<file path="src/verilog/mcd_map.vh">
// Opcode patterns, field positions and decode codes for the multiply/control decoder
`ifndef MCD_MAP_VH
`define MCD_MAP_VH

// ****************************************
// Fixed whole-word opcodes
// ****************************************
`define MCD_W_ADD_PRODUCT    16'hbe04
`define MCD_W_PRODUCT_TO_SUM 16'hbe03
`define MCD_W_SUB_PRODUCT    16'hbe05
`define MCD_W_ZERO_PRODUCT   16'hbe58
`define MCD_W_MUL_LONG       16'hbe80
`define MCD_W_CLEAR_REPEAT   16'hbec5
`define MCD_W_LOW_POWER      16'hbe23
`define MCD_W_LOAD_MULT      16'h73

// ****************************************
// Upper-byte opcodes (low byte is IAAA AAAA or IIII IIII)
// ****************************************
`define MCD_B_LOAD_HIGH_PROD 8'h75
`define MCD_B_LOAD_MULT_ACC  8'h70
`define MCD_B_LOAD_MULT_MOVE 8'h72
`define MCD_B_LOAD_MULT_PROD 8'h71
`define MCD_B_LOAD_MULT_SUB  8'h74
`define MCD_B_MUL_ACC        8'ha2
`define MCD_B_MUL_ACC_SHIFT  8'ha3
`define MCD_B_MUL_ACC_PTR    8'haa
`define MCD_B_MUL_ACC_PTR_MV 8'hab
`define MCD_B_MULTIPLY_ADD   8'h50
`define MCD_B_MULTIPLY_SUB   8'h51
`define MCD_B_STORE_HIGH     8'h8d
`define MCD_B_STORE_LOW      8'h8c
`define MCD_B_SQUARE_ADD     8'h52
`define MCD_B_SQUARE_SUB     8'h53
`define MCD_B_LOAD_ST0       8'h0e
`define MCD_B_LOAD_ST1       8'h0f
`define MCD_B_STORE_ST0      8'h8e
`define MCD_B_STORE_ST1      8'h8f
`define MCD_B_REPEAT         8'hbb

// ****************************************
// Prefixes with a field in the low bits
// ****************************************
`define MCD_P_SHIFT_MODE     14'h2fc0
`define MCD_P_CTRL_BIT       12'hbe4
`define MCD_P_MUL_SHORT      3'h6

// ****************************************
// Decoded operation codes (op output)
// ****************************************
`define MCD_OP_NONE          5'h00
`define MCD_OP_ADD_PRODUCT   5'h01
`define MCD_OP_LOAD_HIGH     5'h02
`define MCD_OP_LOAD_MULT_ACC 5'h03
`define MCD_OP_LOAD_MULT_MV  5'h04
`define MCD_OP_LOAD_MULT_PRD 5'h05
`define MCD_OP_LOAD_MULT_SUB 5'h06
`define MCD_OP_MUL_ACC       5'h07
`define MCD_OP_MUL_ACC_SHIFT 5'h08
`define MCD_OP_MUL_ACC_PTR   5'h09
`define MCD_OP_MUL_ACC_PTRMV 5'h0a
`define MCD_OP_MUL_SHORT     5'h0b
`define MCD_OP_MUL_LONG      5'h0c
`define MCD_OP_MULTIPLY_ADD  5'h0d
`define MCD_OP_MULTIPLY_SUB  5'h0e
`define MCD_OP_PRODUCT_SUM   5'h0f
`define MCD_OP_SUB_PRODUCT   5'h10
`define MCD_OP_STORE_HIGH    5'h11
`define MCD_OP_STORE_LOW     5'h12
`define MCD_OP_SET_SHIFT     5'h13
`define MCD_OP_SQUARE_ADD    5'h14
`define MCD_OP_SQUARE_SUB    5'h15
`define MCD_OP_ZERO_PRODUCT  5'h16
`define MCD_OP_CLEAR_CTRL    5'h17
`define MCD_OP_SET_CTRL      5'h18
`define MCD_OP_LOAD_STATUS   5'h19
`define MCD_OP_STORE_STATUS  5'h1a
`define MCD_OP_REPEAT        5'h1b
`define MCD_OP_CLEAR_REPEAT  5'h1c
`define MCD_OP_LOW_POWER     5'h1d

// ****************************************
// Field positions
// ****************************************
`define MCD_MODE_BIT         7
`define MCD_CTRL_SEL_W       3

`endif

</file>
<file path="src/verilog/mcd_decoder.v">
// Multiply, product-register and control instruction decoder
`include "mcd_map.vh"
`default_nettype none

module mcd_decoder (
  input  wire        mclk,
  input  wire        rst_n,
  input  wire        clkEn,
  input  wire        instrValid,
  input  wire [15:0] instrWord,
  output wire        instrReady,
  output wire        extWordReq,
  output reg         opValid,
  output reg  [4:0]  opCode,
  output reg         unrecognised,
  output reg         indirectMode,
  output reg  [6:0]  dataAddr,
  output reg  [2:0]  auxRegSel,
  output reg  [15:0] immValue,
  output reg         twoWordOp,
  output reg         clearSum,
  output reg         clearProduct,
  output reg  [1:0]  productShiftField,
  output reg  [3:0]  ctrlBitSel,
  output reg         ctrlBitValue,
  output reg         statusWordOne,
  output reg         useBlockMovePtr,
  output reg         dataMove,
  output reg         lowPowerWait
);

  // ****************************************
  // State
  // ****************************************
  localparam [0:0] ST_FIRST  = 1'b0;
  localparam [0:0] ST_SECOND = 1'b1;

  reg        state_reg;
  reg        state_next;
  reg [15:0] held_reg;
  reg [4:0]  heldOp_reg;

  // Combinational decode of the current first word
  reg [4:0]  decOp;
  reg        decTwo;
  wire [7:0] upper = instrWord[15:8];

  // ****************************************
  // Pattern decode
  // ****************************************
  // Fixed words are checked first so they are not swallowed by byte patterns
  always @* begin
    decOp  = `MCD_OP_NONE;
    decTwo = 1'b0;
    if (instrWord == `MCD_W_ADD_PRODUCT)
      decOp = `MCD_OP_ADD_PRODUCT;
    else if (instrWord == `MCD_W_PRODUCT_TO_SUM)
      decOp = `MCD_OP_PRODUCT_SUM;
    else if (instrWord == `MCD_W_SUB_PRODUCT)
      decOp = `MCD_OP_SUB_PRODUCT;
    else if (instrWord == `MCD_W_ZERO_PRODUCT)
      decOp = `MCD_OP_ZERO_PRODUCT;
    else if (instrWord == `MCD_W_LOW_POWER)
      decOp = `MCD_OP_LOW_POWER;
    else if (instrWord == `MCD_W_MUL_LONG) begin
      decOp  = `MCD_OP_MUL_LONG;
      decTwo = 1'b1;
    end else if (instrWord == `MCD_W_CLEAR_REPEAT) begin
      decOp  = `MCD_OP_CLEAR_REPEAT;
      decTwo = 1'b1;
    end else if (instrWord[15:2] == `MCD_P_SHIFT_MODE)
      decOp = `MCD_OP_SET_SHIFT;
    else if (instrWord[15:4] == `MCD_P_CTRL_BIT)
      decOp = instrWord[0] ? `MCD_OP_SET_CTRL : `MCD_OP_CLEAR_CTRL;
    else if (instrWord[15:13] == `MCD_P_MUL_SHORT)
      decOp = `MCD_OP_MUL_SHORT;
    else begin
      case (upper)
        `MCD_B_LOAD_HIGH_PROD: decOp = `MCD_OP_LOAD_HIGH;
        `MCD_B_LOAD_MULT_ACC:  decOp = `MCD_OP_LOAD_MULT_ACC;
        `MCD_B_LOAD_MULT_MOVE: decOp = `MCD_OP_LOAD_MULT_MV;
        `MCD_B_LOAD_MULT_PROD: decOp = `MCD_OP_LOAD_MULT_PRD;
        `MCD_B_LOAD_MULT_SUB:  decOp = `MCD_OP_LOAD_MULT_SUB;
        `MCD_B_MUL_ACC: begin
          decOp  = `MCD_OP_MUL_ACC;
          decTwo = 1'b1;
        end
        `MCD_B_MUL_ACC_SHIFT: begin
          decOp  = `MCD_OP_MUL_ACC_SHIFT;
          decTwo = 1'b1;
        end
        `MCD_B_MUL_ACC_PTR:    decOp = `MCD_OP_MUL_ACC_PTR;
        `MCD_B_MUL_ACC_PTR_MV: decOp = `MCD_OP_MUL_ACC_PTRMV;
        `MCD_B_MULTIPLY_ADD:   decOp = `MCD_OP_MULTIPLY_ADD;
        `MCD_B_MULTIPLY_SUB:   decOp = `MCD_OP_MULTIPLY_SUB;
        `MCD_B_STORE_HIGH:     decOp = `MCD_OP_STORE_HIGH;
        `MCD_B_STORE_LOW:      decOp = `MCD_OP_STORE_LOW;
        `MCD_B_SQUARE_ADD:     decOp = `MCD_OP_SQUARE_ADD;
        `MCD_B_SQUARE_SUB:     decOp = `MCD_OP_SQUARE_SUB;
        `MCD_B_LOAD_ST0,
        `MCD_B_LOAD_ST1:       decOp = `MCD_OP_LOAD_STATUS;
        `MCD_B_STORE_ST0,
        `MCD_B_STORE_ST1:      decOp = `MCD_OP_STORE_STATUS;
        `MCD_B_REPEAT:         decOp = `MCD_OP_REPEAT;
        default:               decOp = `MCD_OP_NONE;
      endcase
    end
  end

  // ****************************************
  // Handshake
  // ****************************************
  // Fetch side is accepted whenever clkEn is high; a held two-word op waits for its operand
  assign instrReady = clkEn;
  assign extWordReq = (state_reg == ST_SECOND);

  wire take = clkEn & instrValid;

  always @* begin
    state_next = state_reg;
    case (state_reg)
      ST_FIRST:  if (take && decTwo) state_next = ST_SECOND;
      ST_SECOND: if (take) state_next = ST_FIRST;
      default:   state_next = ST_FIRST;
    endcase
  end

  // ****************************************
  // Sequential: state and held first word
  // ****************************************
  always @(posedge mclk or negedge rst_n) begin
    if (!rst_n) begin
      state_reg  <= ST_FIRST;
      held_reg   <= 16'h0000;
      heldOp_reg <= `MCD_OP_NONE;
    end else if (clkEn) begin
      state_reg <= state_next;
      if (take && state_reg == ST_FIRST && decTwo) begin
        held_reg   <= instrWord;
        heldOp_reg <= decOp;
      end
    end
  end

  // ****************************************
  // Sequential: decoded outputs
  // ****************************************
  // Outputs are registered so execution units see stable fields for a full cycle
  always @(posedge mclk or negedge rst_n) begin
    if (!rst_n) begin
      opValid           <= 1'b0;
      opCode            <= `MCD_OP_NONE;
      unrecognised      <= 1'b0;
      indirectMode      <= 1'b0;
      dataAddr          <= 7'h00;
      auxRegSel         <= 3'h0;
      immValue          <= 16'h0000;
      twoWordOp         <= 1'b0;
      clearSum          <= 1'b0;
      clearProduct      <= 1'b0;
      productShiftField <= 2'h0;
      ctrlBitSel        <= 4'h0;
      ctrlBitValue      <= 1'b0;
      statusWordOne     <= 1'b0;
      useBlockMovePtr   <= 1'b0;
      dataMove          <= 1'b0;
      lowPowerWait      <= 1'b0;
    end else if (clkEn) begin
      opValid      <= 1'b0;
      unrecognised <= 1'b0;
      clearSum     <= 1'b0;
      clearProduct <= 1'b0;
      lowPowerWait <= 1'b0;
      if (take && state_reg == ST_SECOND) begin
        // Second word: emit the held op with the captured operand
        opValid      <= 1'b1;
        opCode       <= heldOp_reg;
        twoWordOp    <= 1'b1;
        immValue     <= instrWord;
        indirectMode <= held_reg[`MCD_MODE_BIT];
        dataAddr     <= held_reg[6:0];
        auxRegSel    <= held_reg[2:0];
        dataMove     <= (heldOp_reg == `MCD_OP_MUL_ACC_SHIFT);
        clearSum     <= (heldOp_reg == `MCD_OP_CLEAR_REPEAT);
        clearProduct <= (heldOp_reg == `MCD_OP_CLEAR_REPEAT);
        useBlockMovePtr <= 1'b0;
      end else if (take && !decTwo) begin
        // Unrecognised words raise the flag only; no action strobe
        opValid      <= (decOp != `MCD_OP_NONE);
        unrecognised <= (decOp == `MCD_OP_NONE);
        opCode       <= decOp;
        twoWordOp    <= 1'b0;
        indirectMode <= instrWord[`MCD_MODE_BIT];
        dataAddr     <= instrWord[6:0];
        auxRegSel    <= instrWord[2:0];
        // Short immediates: 13 bits for multiply, 8 bits for repeat
        if (decOp == `MCD_OP_MUL_SHORT)
          immValue <= {3'h0, instrWord[12:0]};
        else
          immValue <= {8'h00, instrWord[7:0]};
        if (decOp == `MCD_OP_SET_SHIFT)
          productShiftField <= instrWord[1:0];
        ctrlBitSel      <= instrWord[3:0];
        ctrlBitValue    <= instrWord[0];
        statusWordOne   <= instrWord[8];
        useBlockMovePtr <= (decOp == `MCD_OP_MUL_ACC_PTR) |
                           (decOp == `MCD_OP_MUL_ACC_PTRMV);
        dataMove        <= (decOp == `MCD_OP_MUL_ACC_PTRMV) |
                           (decOp == `MCD_OP_LOAD_MULT_MV);
        clearProduct    <= (decOp == `MCD_OP_ZERO_PRODUCT);
        lowPowerWait    <= (decOp == `MCD_OP_LOW_POWER);
      end
    end
  end

endmodule // mcd_decoder

`default_nettype wire

</file>
<file path="config.mk">
export PLATFORM = sky130hd
export DESIGN_NAME = mcd_decoder
export DESIGN_NICKNAME = d
export VERILOG_FILES = /design/src/verilog/mcd_decoder.v
export VERILOG_INCLUDE_DIRS = /design/src /design/src/verilog
export SDC_FILE = /design/constraint.sdc
export NUM_CORES = 1
export LEC_CHECK = 0
export ABC_AREA = 1
export BUFFER_PORTS_ARGS = -buffer_cell sky130_fd_sc_hd__buf_4
export CAP_MARGIN = 10
export CORE_ASPECT_RATIO = 2
export CORE_UTILIZATION = 26
export CTS_CLUSTER_DIAMETER = 50
export CTS_CLUSTER_SIZE = 8
export DETAILED_ROUTE_END_ITERATION = 12
export GPL_TIMING_DRIVEN = 0
export PLACE_DENSITY = 0.5
export SETUP_SLACK_MARGIN = 0.1
export SLEW_MARGIN = 10
export SYNTH_ARGS = -nofsm -noshare
export SYNTH_HDL_FRONTEND = slang
export SYNTH_SLANG_ARGS = --single-unit
</file>
<file path="constraint.sdc">
create_clock -name mclk -period 1.65 [get_ports mclk]
set_input_delay 0.33 -clock mclk [delete_from_list [all_inputs] [get_ports mclk]]
set_output_delay 0.33 -clock mclk [all_outputs]
set_load 0.1 [all_outputs]
</file>
==> run summary, run 1 <==
Count leader, synth: nand2_1
Synth area leaders: dfrtp_1, nand2_1, nor2_1
Final period util: 93.8%
Post-Layout Cell Count: 651
Internal Power: 3.43 mW
Worst EP required: 1860 ps
Maximum operating frequency: 0.646 GHz
P&R area growth vs syn: 46.3%
# port buffers: 68
CP Buf/Inv Count: 3
Power per cell area: 1300 mW/mm^2
Share of layout cells above drive strength 1: 39.5%
Fillers: 1239
Number of synthesized flops with an enable pin: 0
Critical path type: in -> reg
Routed wire length: 10.7 mm
Largest register FFs: 16
Hold buffer count at CTS: 0
Post-route DRC: 0
Post-Syn Instances: 405
Pin count of the biggest net entering global routing: 59
Vias per Instance: 4.75
Die Y: 158 um
Root Driver: clkbuf_16
FF+latch count, synth: 58
Fin area: 0.00465 mm^2
Share of the synthesized area in the top cell type: 45.6%
CP top delay family: simple AND/OR/NAND/NOR gates
Worst-Skew Late Latency: 340 ps
Setup Skew: 8.58 ps
LEAKAGE: 2.32 nW
Initial antenna violation count: 0
Crit path time final: 1550 ps
Final Hold Viols: 0
Setup WS pre-CTS: -437 ps
Die area: 0.0127 mm^2
Sw Share: 43.4%
Transition time of the tightest slew-check pin: 767 ps
Clock power share: 34.1%
ANT cells: 0
RePlAce Congestion: 0.833
Critical path peak fanout: 8
Crit path max-delay cell type: nand4_1
Commonest cells in the netlist: nand2_1, dfrtp_1, nor2_1
Setup tns final: 0 ps
Global-route wire length before repair: 16.4 mm
Vias in the first global route: 3138
Detailed-route via count: 3092
Status: finished, final reports clean
Sequential power share: 28.1%
Final global-route overflow total: 0
Clk buf depth: 2
Min-delay worst type: in -> async
MaxCap Viol Count: 0
Final Power: 6.06 mW
Comb pwr share: 37.7%
Pins Over Slew Limit: 0
Clock tree sinks: 58
Core Util, Final: 39.3%
Routed WL per cell: 16.4 um
Dpl hpwl: 8.06 mm
Yosys warnings: 0
Register area share after synthesis: 45.6%
Rows: 56
Hold Slack: 56.1 ps
CTS Buf Count: 9
Top Ports: 70
Share of flip-flops with an asynchronous set or reset: 100%
Initial Util: 26.9%
Critical Path Source Type: input pin
Placed Area: 0.00394 mm^2
Setup WS post-layout: 103 ps
Netlist cell types: 37
Iter 0 DRT Violations: 132
Max incr delay on CP: 250 ps
Avg Cell Area, Syn: 7.86 um^2
Synthesized area: 0.00318 mm^2
TritonCTS clock tree: done
Antenna-violating nets left: 0
Nets: 521
Setup Viol. Count Final: 0
Worst vdd ir: 0.717 mV
Leading area contributor after synthesis: dfrtp_1
Core area: 0.0118 mm^2
Die span in x: 80.2 um
Pre-Repair DR Iteration Count: 4
Prevailing post-synth register cell: dfrtp_1
Clock Pin Slew Worst Setup and Hold Paths: 60 ps
Max_slew headroom: 48.9%
Syn Nets: 425
All-layer global routing usage: 17.8%
Placed cell count: 618
RSZ-0062 raised after global routing: yes
Psw: 2.63 mW
Crit-path cells: buf_12 > inv_2 > nand2_4 > inv_4 > nand3_4 > nor3_4 > nor2_4 > nand3_4 > nor2_4 > nand4_1 > nand2_1 > o21ai_1
Crit end category: register
H-tree depth: 3
Arr. time, crit path: 1760 ps
==> worst reg2reg max path: stages (launching register included) <==
cell and delay, ps:
dfrtp_4 480, inv_2 130, nor2_4 80, inv_2 120, nand2_4 70, buf_6 150
buf_12 150, nand3_1 80, nand2_1 60
==> path summary, 6_finish.rpt <==
kind / from / end / slack (ps) / cells past startpoint
worst max register to register: extWordReq / immValue[11] / 210 / 8
worst min-delay path: rst_n / immValue[12] / 60 / 1
worst max-delay path: instrWord[8] / productShiftField[0] / 100 / 12
max in group asynchronous: rst_n / extWordReq / 990 / 1
worst min register to register: twoWordOp / twoWordOp / 490 / 2
min in group mclk: instrWord[8] / immValue[8] / 270 / 3
==> per-layer routing <==
layer	global-route usage, %	share of wire, %	vias up	wire [um]
met5	0	0	-	0
met4	9.95	4.1	0	437
met3	3.09	2.8	24	294
met2	34.0	58	63	6190
met1	17.6	35	1494	3730
li1	-	-	1511	-
==> placed cells by master (no fill, tap or decap), types with 3 or more instances in the layout <==
cell type,synthesis,routed
buf_12,0,3
nor2_4,3,9
buf_4,5,86
clkbuf_16,0,11
o211ai_1,3,3
nand2_2,7,15
dfrtp_2,0,4
o21ai_0,12,11
o21ai_1,17,17
nand3_2,1,5
nand2_1,103,89
inv_1,39,33
nor2_1,49,34
nand2_4,1,7
nor3_1,9,6
dfrtp_1,58,53
buf_6,6,6
nand4_1,8,8
a21oi_1,9,9
inv_4,0,4
nor3_4,2,4
o22ai_1,8,8
nor2_2,2,11
o21ai_2,4,5
nand3_1,33,28
clkinvlp_4,0,4
inv_2,8,7
==> power groups by stage <==
stage	logic (mW)	clock network [mW]	registers [mW]
2_1_floorplan	0.544	0	2.86
5_1_grt	2.38	2.15	1.73
3_3_place_gp	2.19	0	1.73
4_1_cts	2.23	2.09	1.71
3_5_place_dp	2.20	0	1.73
6_report	2.29	2.07	1.71
==> cell type report <==
cell class	count	area, um^2	area share, %
inverters	47	201	4.33
repair buffers	85	693	14.9
multi-input cells	284	1610	34.7
flip-flops and latches	58	1460	31.4
well taps	145	181	3.90
clock inverters	7	101	2.18
plain buffers	16	179	3.84
clock buffers	9	225	4.84
==> kinds of logic after synthesis <==
kind of cell,count (synthesis),share of synthesized area [%]
simple gates,224,32.8
compound gates,60,11.7
buf+inv,63,9.87
flops,58,45.6
==> repair_timing <==
action,4_1_cts,5_1_grt
endpoints found under the setup margin,36,43
cloned,0,2
setup buffers,4,11
pin swaps,6,19
gates resized for setup,24,43
Power figures use the tool's default switching activity.
==> run 2: changes to the inputs <==
Settings changed: ABC_AREA 1 to default.
==> run summary, run 2 <==
Status: complete, but fails checks
Failing checks: negative setup slack
Post-Synth Adder-Cell Area: 0% (unchanged)
LEAKAGE: 2.19 nW (-5.5%)
Rows: 56 (unchanged)
Avg Cell Area, Syn: 10.3 um^2 (+31%)
Syn Nets: 322 (-24%)
Share of flip-flops with an asynchronous set or reset: 100% (unchanged)
Routed wire length: 10.8 mm (+0.95%)
Clk buf depth: 2 (unchanged)
Worst reg2reg path depth: 3 (-5)
Critical path depth: 9 (-3)
TritonCTS clock tree: done
Register area share after synthesis: 46.5% (+0.91 points)
Prevailing post-synth register cell: dfrtp_1
Crit-path cells: buf_8 > buf_8 > and4b_1 > a22oi_2 > o211ai_1 > or4_4 > o21bai_4 > or3b_4 > a221o_1
Dpl hpwl: 7.87 mm (-2.5%)
H-tree depth: 3 (unchanged)
Transition time of the tightest slew-check pin: 759 ps (-7.94 ps)
Root Driver: clkbuf_16
Synth Area in Compound Gates: 19.2% (+7.5 points)
Commonest non-fill, non-tap cell in the layout: buf_4
CP Buf/Inv Count: 2 (-1)
Commonest cells in the netlist: dfrtp_1, nand2_1, a22oi_1, mux2_2, o21ai_0
CP top delay family: simple AND/OR/NAND/NOR gates
Clock Pin Slew Worst Setup and Hold Paths: 60 ps (about the same)
Critical path peak fanout: 6 (-2)
Synth area leaders: dfrtp_1, mux2_2, a22oi_1
Iter 0 DRT Violations: 126 (-4.5%)
Vias per Instance: 5.20 (+9.4%)
Share of layout cells above drive strength 1: 49.8% (+10 points)
ANT cells: 0 (unchanged)
Initial Util: 26.7% (-0.21 points)
Crit end category: register
Routed WL per cell: 19.4 um (+19%)
Post-Syn Instances: 302 (-25%)
Count leader, synth: dfrtp_1
Die Y: 157 um (-0.98%)
Setup WS post-layout: -723 ps (-826 ps)
Critical Path Source Type: input pin
Final Power: 5.45 mW (-10%)
Share of the synthesized area in the top cell type: 46.5% (+0.91 points)
Final period util: 144% (+50 points)
RSZ-0062 raised after global routing: yes
Multiplexer area fraction after synthesis: 8.99% (+9.0 points)
Yosys warnings: 0 (unchanged)
Core area: 0.0117 mm^2 (-1.2%)
Crit path max-delay cell type: or4_4
Arr. time, crit path: 2580 ps (+820 ps)
All-layer global routing usage: 18.0% (+0.20 points)
Pins Over Slew Limit: 0 (unchanged)
Simple-Gate Fraction of Synth Area: 19.2% (-14 points)
Die area: 0.0125 mm^2 (-1.9%)
Global-route wire length before repair: 16.6 mm (+1.1%)
Hold Slack: 50.2 ps (-5.83 ps)
Main combinational cell family by area after synthesis: compound AO/OA/AOI/OAI gates
Power per cell area: 1130 mW/mm^2 (-13%)
Final global-route overflow total: 0 (unchanged)
Maximum operating frequency: 0.421 GHz (-35%)
Clock tree sinks: 58 (unchanged)
Antenna-violating nets left: 0 (unchanged)
Die span in x: 79.5 um (-0.97%)
CTS Buf Count: 9 (unchanged)
Synthesized area: 0.00312 mm^2 (-2.0%)
Initial antenna violation count: 0 (unchanged)
Max_slew headroom: 49.4% (+0.53 points)
Setup Skew: 6.90 ps (-1.67 ps)
MaxCap Viol Count: 0 (unchanged)
Nets: 423 (-19%)
Final Hold Viols: 0 (unchanged)
Crit path time final: 2370 ps (+826 ps)
Core Util, Final: 41.0% (+1.7 points)
Detailed-route via count: 2873 (-7.1%)
Number of synthesized flops with an enable pin: 0 (unchanged)
Worst EP required: 1860 ps (about the same)
FF+latch count, synth: 58 (unchanged)
Min-delay worst type: in -> async
Leading area contributor after synthesis: dfrtp_1
Max incr delay on CP: 540 ps (+290 ps)
Worst-Skew Late Latency: 330 ps (about the same)
Setup Viol. Count Final: 54 (+54)
CP dominant cell by count: buf_8
Setup WS pre-CTS: -1150 ps (-710 ps)
Vias in the first global route: 3000 (-4.4%)
Hold buffer count at CTS: 0 (unchanged)
Synth Area in XOR/XNOR: 0.281% (+0.28 points)
Worst vdd ir: 0.513 mV (-29%)
Largest register FFs: 16 (unchanged)
Pre-Repair DR Iteration Count: 4 (unchanged)
Most frequent cells in the layout: buf_4, dfrtp_1, nand2_1, mux2_4, o21ai_1
RePlAce Congestion: 0.867 (+4.1%)
Critical path type: in -> reg
Netlist cell types: 57 (+54%)
Post-route DRC: 0 (unchanged)
Pin count of the biggest net entering global routing: 59 (unchanged)
# port buffers: 63 (-7.4%)
P&R area growth vs syn: 53.9%
Top Ports: 70 (unchanged)
run 2: cell types whose count changed after synthesis, sizes merged, moves of 11 or more:
| cell | before | now |
|---|---|---|
| nand3 | 35 | 7 |
| o21ai | 33 | 22 |
| nor2 | 54 | 10 |
| inv | 47 | 6 |
| mux2 | 0 | 24 |
| a22oi | 0 | 25 |
| nand2 | 111 | 29 |
run 2: logic make-up (layout without fill, tap and decap cells):
logic type                Yosys count  after routing
and+or+nand+nor                   100            100
AOI/OAI and AO/OA                  83             83
DFF                                58             58
buffers and inverters              35            141
muxes                              25             25
xor gates and xnor gates            1              1
run 2: path summary, 6_finish.rpt:
kind / slack [ps] / start / to
worst max-delay path: -720 / instrWord[8] / opValid
worst min-delay path: 50 / rst_n / immValue[10]
worst max register to register: -100 / extWordReq / productShiftField[1]
worst min register to register: 490 / immValue[11] / immValue[11]
max in group asynchronous: 1000 / rst_n / extWordReq
min in group mclk: 270 / instrWord[10] / immValue[10]
run 2: layout make-up:
class                      count  area (um^2)
clock inverter                 7          118
multi-input combinational    209         1770
sequential                    58         1460
tap                          145          181
buffer                        29          309
fill                        1148         6900
inverter                       6         22.5
timing repair buffer          90          717
clock buffer                   9          225
run 2: power by group:
group	switching, mW	internal (mW)	leakage (nW)	total [mW]
registers	0.0929	1.54	0.748	1.64
logic	1.19	0.456	1.29	1.64
clock network	0.699	1.47	0.158	2.17
run 2: timing repair:
| action | 4_1_cts | 5_1_grt |
|---|---|---|
| setup endpoints to repair | 57 | 57 |
| pin swaps | 16 | 10 |
| gates cloned | 0 | 1 |
| gates resized for setup | 36 | 4 |
| buffers inserted | 21 | 5 |
run 2: per-stage QoR:
step	TNS, ps	std cells	cell area (um^2)
3_3_place_gp	-36970	510	4100
4_1_cts	-9770	547	4750
6_report	-14350	553	4800
5_1_grt	-21310	553	4800
3_5_place_dp	-37190	510	4100
2_1_floorplan	-16900	302	3440
run 2: per-layer routing:
layer	vias up	part of all wire [%]	global-route usage, %
li1	1326	-	-
met1	1448	35	18.0
met2	74	58	34.1
met3	25	2.6	2.55
met4	0	4.0	10.5
met5	-	0	0
==> run 3: changes to the inputs <==
Settings changed: MAX_ROUTING_LAYER from default to met4.
==> run summary, run 3 (same netlist as run 2, synthesis figures left out) <==
LEAKAGE: 2.19 nW (unchanged)
Clock Pin Slew Worst Setup and Hold Paths: 60 ps (about the same)
Critical path peak fanout: 6 (unchanged)
Crit path max-delay cell type: or4_4
Failing checks: negative setup slack
Setup Viol. Count Final: 54 (unchanged)
Initial antenna violation count: 0 (unchanged)
Final Power: 5.44 mW (about the same)
Clk buf depth: 2 (unchanged)
Most frequent cells in the layout: buf_4, dfrtp_1, nand2_1, mux2_4, o21ai_1
TritonCTS clock tree: done
Largest register FFs: 16 (unchanged)
Critical Path Source Type: input pin
Crit path time final: 2380 ps (+9.53 ps)
Nets: 423 (unchanged)
Worst vdd ir: 0.513 mV (about the same)
Worst-Skew Late Latency: 330 ps (about the same)
Die area: 0.0125 mm^2 (unchanged)
Max incr delay on CP: 540 ps (about the same)
Final Hold Viols: 0 (unchanged)
RSZ-0062 raised after global routing: yes
Antenna-violating nets left: 0 (unchanged)
Worst EP required: 1860 ps (about the same)
CTS Buf Count: 9 (unchanged)
Die Y: 157 um (unchanged)
Pre-Repair DR Iteration Count: 4 (unchanged)
Setup Skew: 6.65 ps (-0.257 ps)
Commonest non-fill, non-tap cell in the layout: buf_4
Maximum operating frequency: 0.420 GHz (-0.40%)
MaxCap Viol Count: 0 (unchanged)
Crit-path cells: buf_8 > buf_8 > and4b_1 > a22oi_2 > o211ai_1 > or4_4 > o21bai_4 > or3b_4 > a221o_1
Dpl hpwl: 7.87 mm (unchanged)
Root Driver: clkbuf_16
Crit end category: register
Status: complete, but fails checks
Setup WS pre-CTS: -1150 ps (unchanged)
Initial Util: 26.7% (unchanged)
Core area: 0.0117 mm^2 (unchanged)
Final period util: 144% (+0.58 points)
Hold buffer count at CTS: 0 (unchanged)
Transition time of the tightest slew-check pin: 760 ps (+0.699 ps)
Worst R2R Start: extWordReq
Iter 0 DRT Violations: 120 (-4.8%)
Die span in x: 79.5 um (unchanged)
ANT cells: 0 (unchanged)
Pin count of the biggest net entering global routing: 59 (unchanged)
Clock tree sinks: 58 (unchanged)
Power per cell area: 1130 mW/mm^2 (about the same)
Arr. time, crit path: 2590 ps (about the same)
Post-route DRC: 0 (unchanged)
Max_slew headroom: 49.3% (about the same)
Rows: 56 (unchanged)
Top Ports: 70 (unchanged)
P&R area growth vs syn: 53.9% (unchanged)
Worst Setup SP: instrWord[8]
Vias per Instance: 5.20 (+0.10%)
Setup tns final: -14540 ps (-194 ps)
CP dominant cell by count: buf_8
RePlAce Congestion: 0.881 (+1.6%)
Final global-route overflow total: 0 (unchanged)
All-layer global routing usage: 18.5% (+0.50 points)
Global-route wire length before repair: 16.5 mm (-0.13%)
Share of layout cells above drive strength 1: 49.8% (unchanged)
Vias in the first global route: 3005 (+0.17%)
Routed WL per cell: 19.5 um (about the same)
Critical path type: in -> reg
Pins Over Slew Limit: 0 (unchanged)
Detailed-route via count: 2876 (+0.10%)
Setup WS post-layout: -733 ps (-9.53 ps)
Min-delay worst type: in -> async
Routed wire length: 10.8 mm (about the same)
H-tree depth: 3 (unchanged)
# port buffers: 63 (unchanged)
-- run 3: cell counts in the layout (fill, tap and decap cells not counted) --
Identical to the previous run, type by type.
-- run 3: final timing paths --
| kind | slack [ps] | endpoint | depth (start not counted) |
|---|---|---|---|
| max reg2reg | -100 | productShiftField[1] | 3 |
| min reg2reg | 490 | immValue[11] | 2 |
| min in group mclk | 270 | immValue[10] | 3 |
| max in group asynchronous | 1010 | extWordReq | 1 |
| min | 50 | immValue[10] | 1 |
| max | -730 | opValid | 9 |
-- run 3: worst max-delay path: cells and delay by family --
kind | cells | cell delay (ps)
compound gates | 4 | 900
buf+inv | 2 | 220
simple gates | 3 | 1130
-- run 3: where the power goes --
group | switching (mW) | internal, mW | leakage [nW]
logic | 1.19 | 0.456 | 1.29
clock network | 0.694 | 1.47 | 0.158
registers | 0.0934 | 1.54 | 0.748
-- run 3: layout make-up --
| type | count | area (um^2) |
|---|---|---|
| well taps | 145 | 181 |
| clock inverters | 7 | 118 |
| fillers | 1148 | 6900 |
| flip-flops and latches | 58 | 1460 |
| repair buffers | 90 | 717 |
| clock buffers | 9 | 225 |
| inverters | 6 | 22.5 |
| multi-input cells | 209 | 1770 |
| plain buffers | 29 | 309 |
-- run 3: what timing repair did --
| item | 4_1_cts | 5_1_grt |
|---|---|---|
| gates cloned | 0 | 1 |
| gates resized for setup | 36 | 4 |
| setup endpoints to repair | 57 | 57 |
| pin swaps | 16 | 10 |
| buffers inserted | 21 | 5 |
-- run 3: metrics by stage --
stage	hold slack, ps	instances	area (um^2)	utilization [%]
2_1_floorplan	34.4	302	3440	-
3_3_place_gp	440	510	4100	35.0
6_report	53.9	553	4800	41.0
4_1_cts	95.4	547	4750	40.6
3_5_place_dp	438	510	4100	35.0
5_1_grt	127	553	4800	41.0
-- run 3: metal layers --
layer | vias to the layer above | GRT usage, % | wire length [um]
met5 | - | - | 0
met4 | 0 | 10.5 | 427
met3 | 26 | 2.55 | 255
met2 | 63 | 34.3 | 6240
met1 | 1459 | 17.9 | 3840
li1 | 1328 | - | -
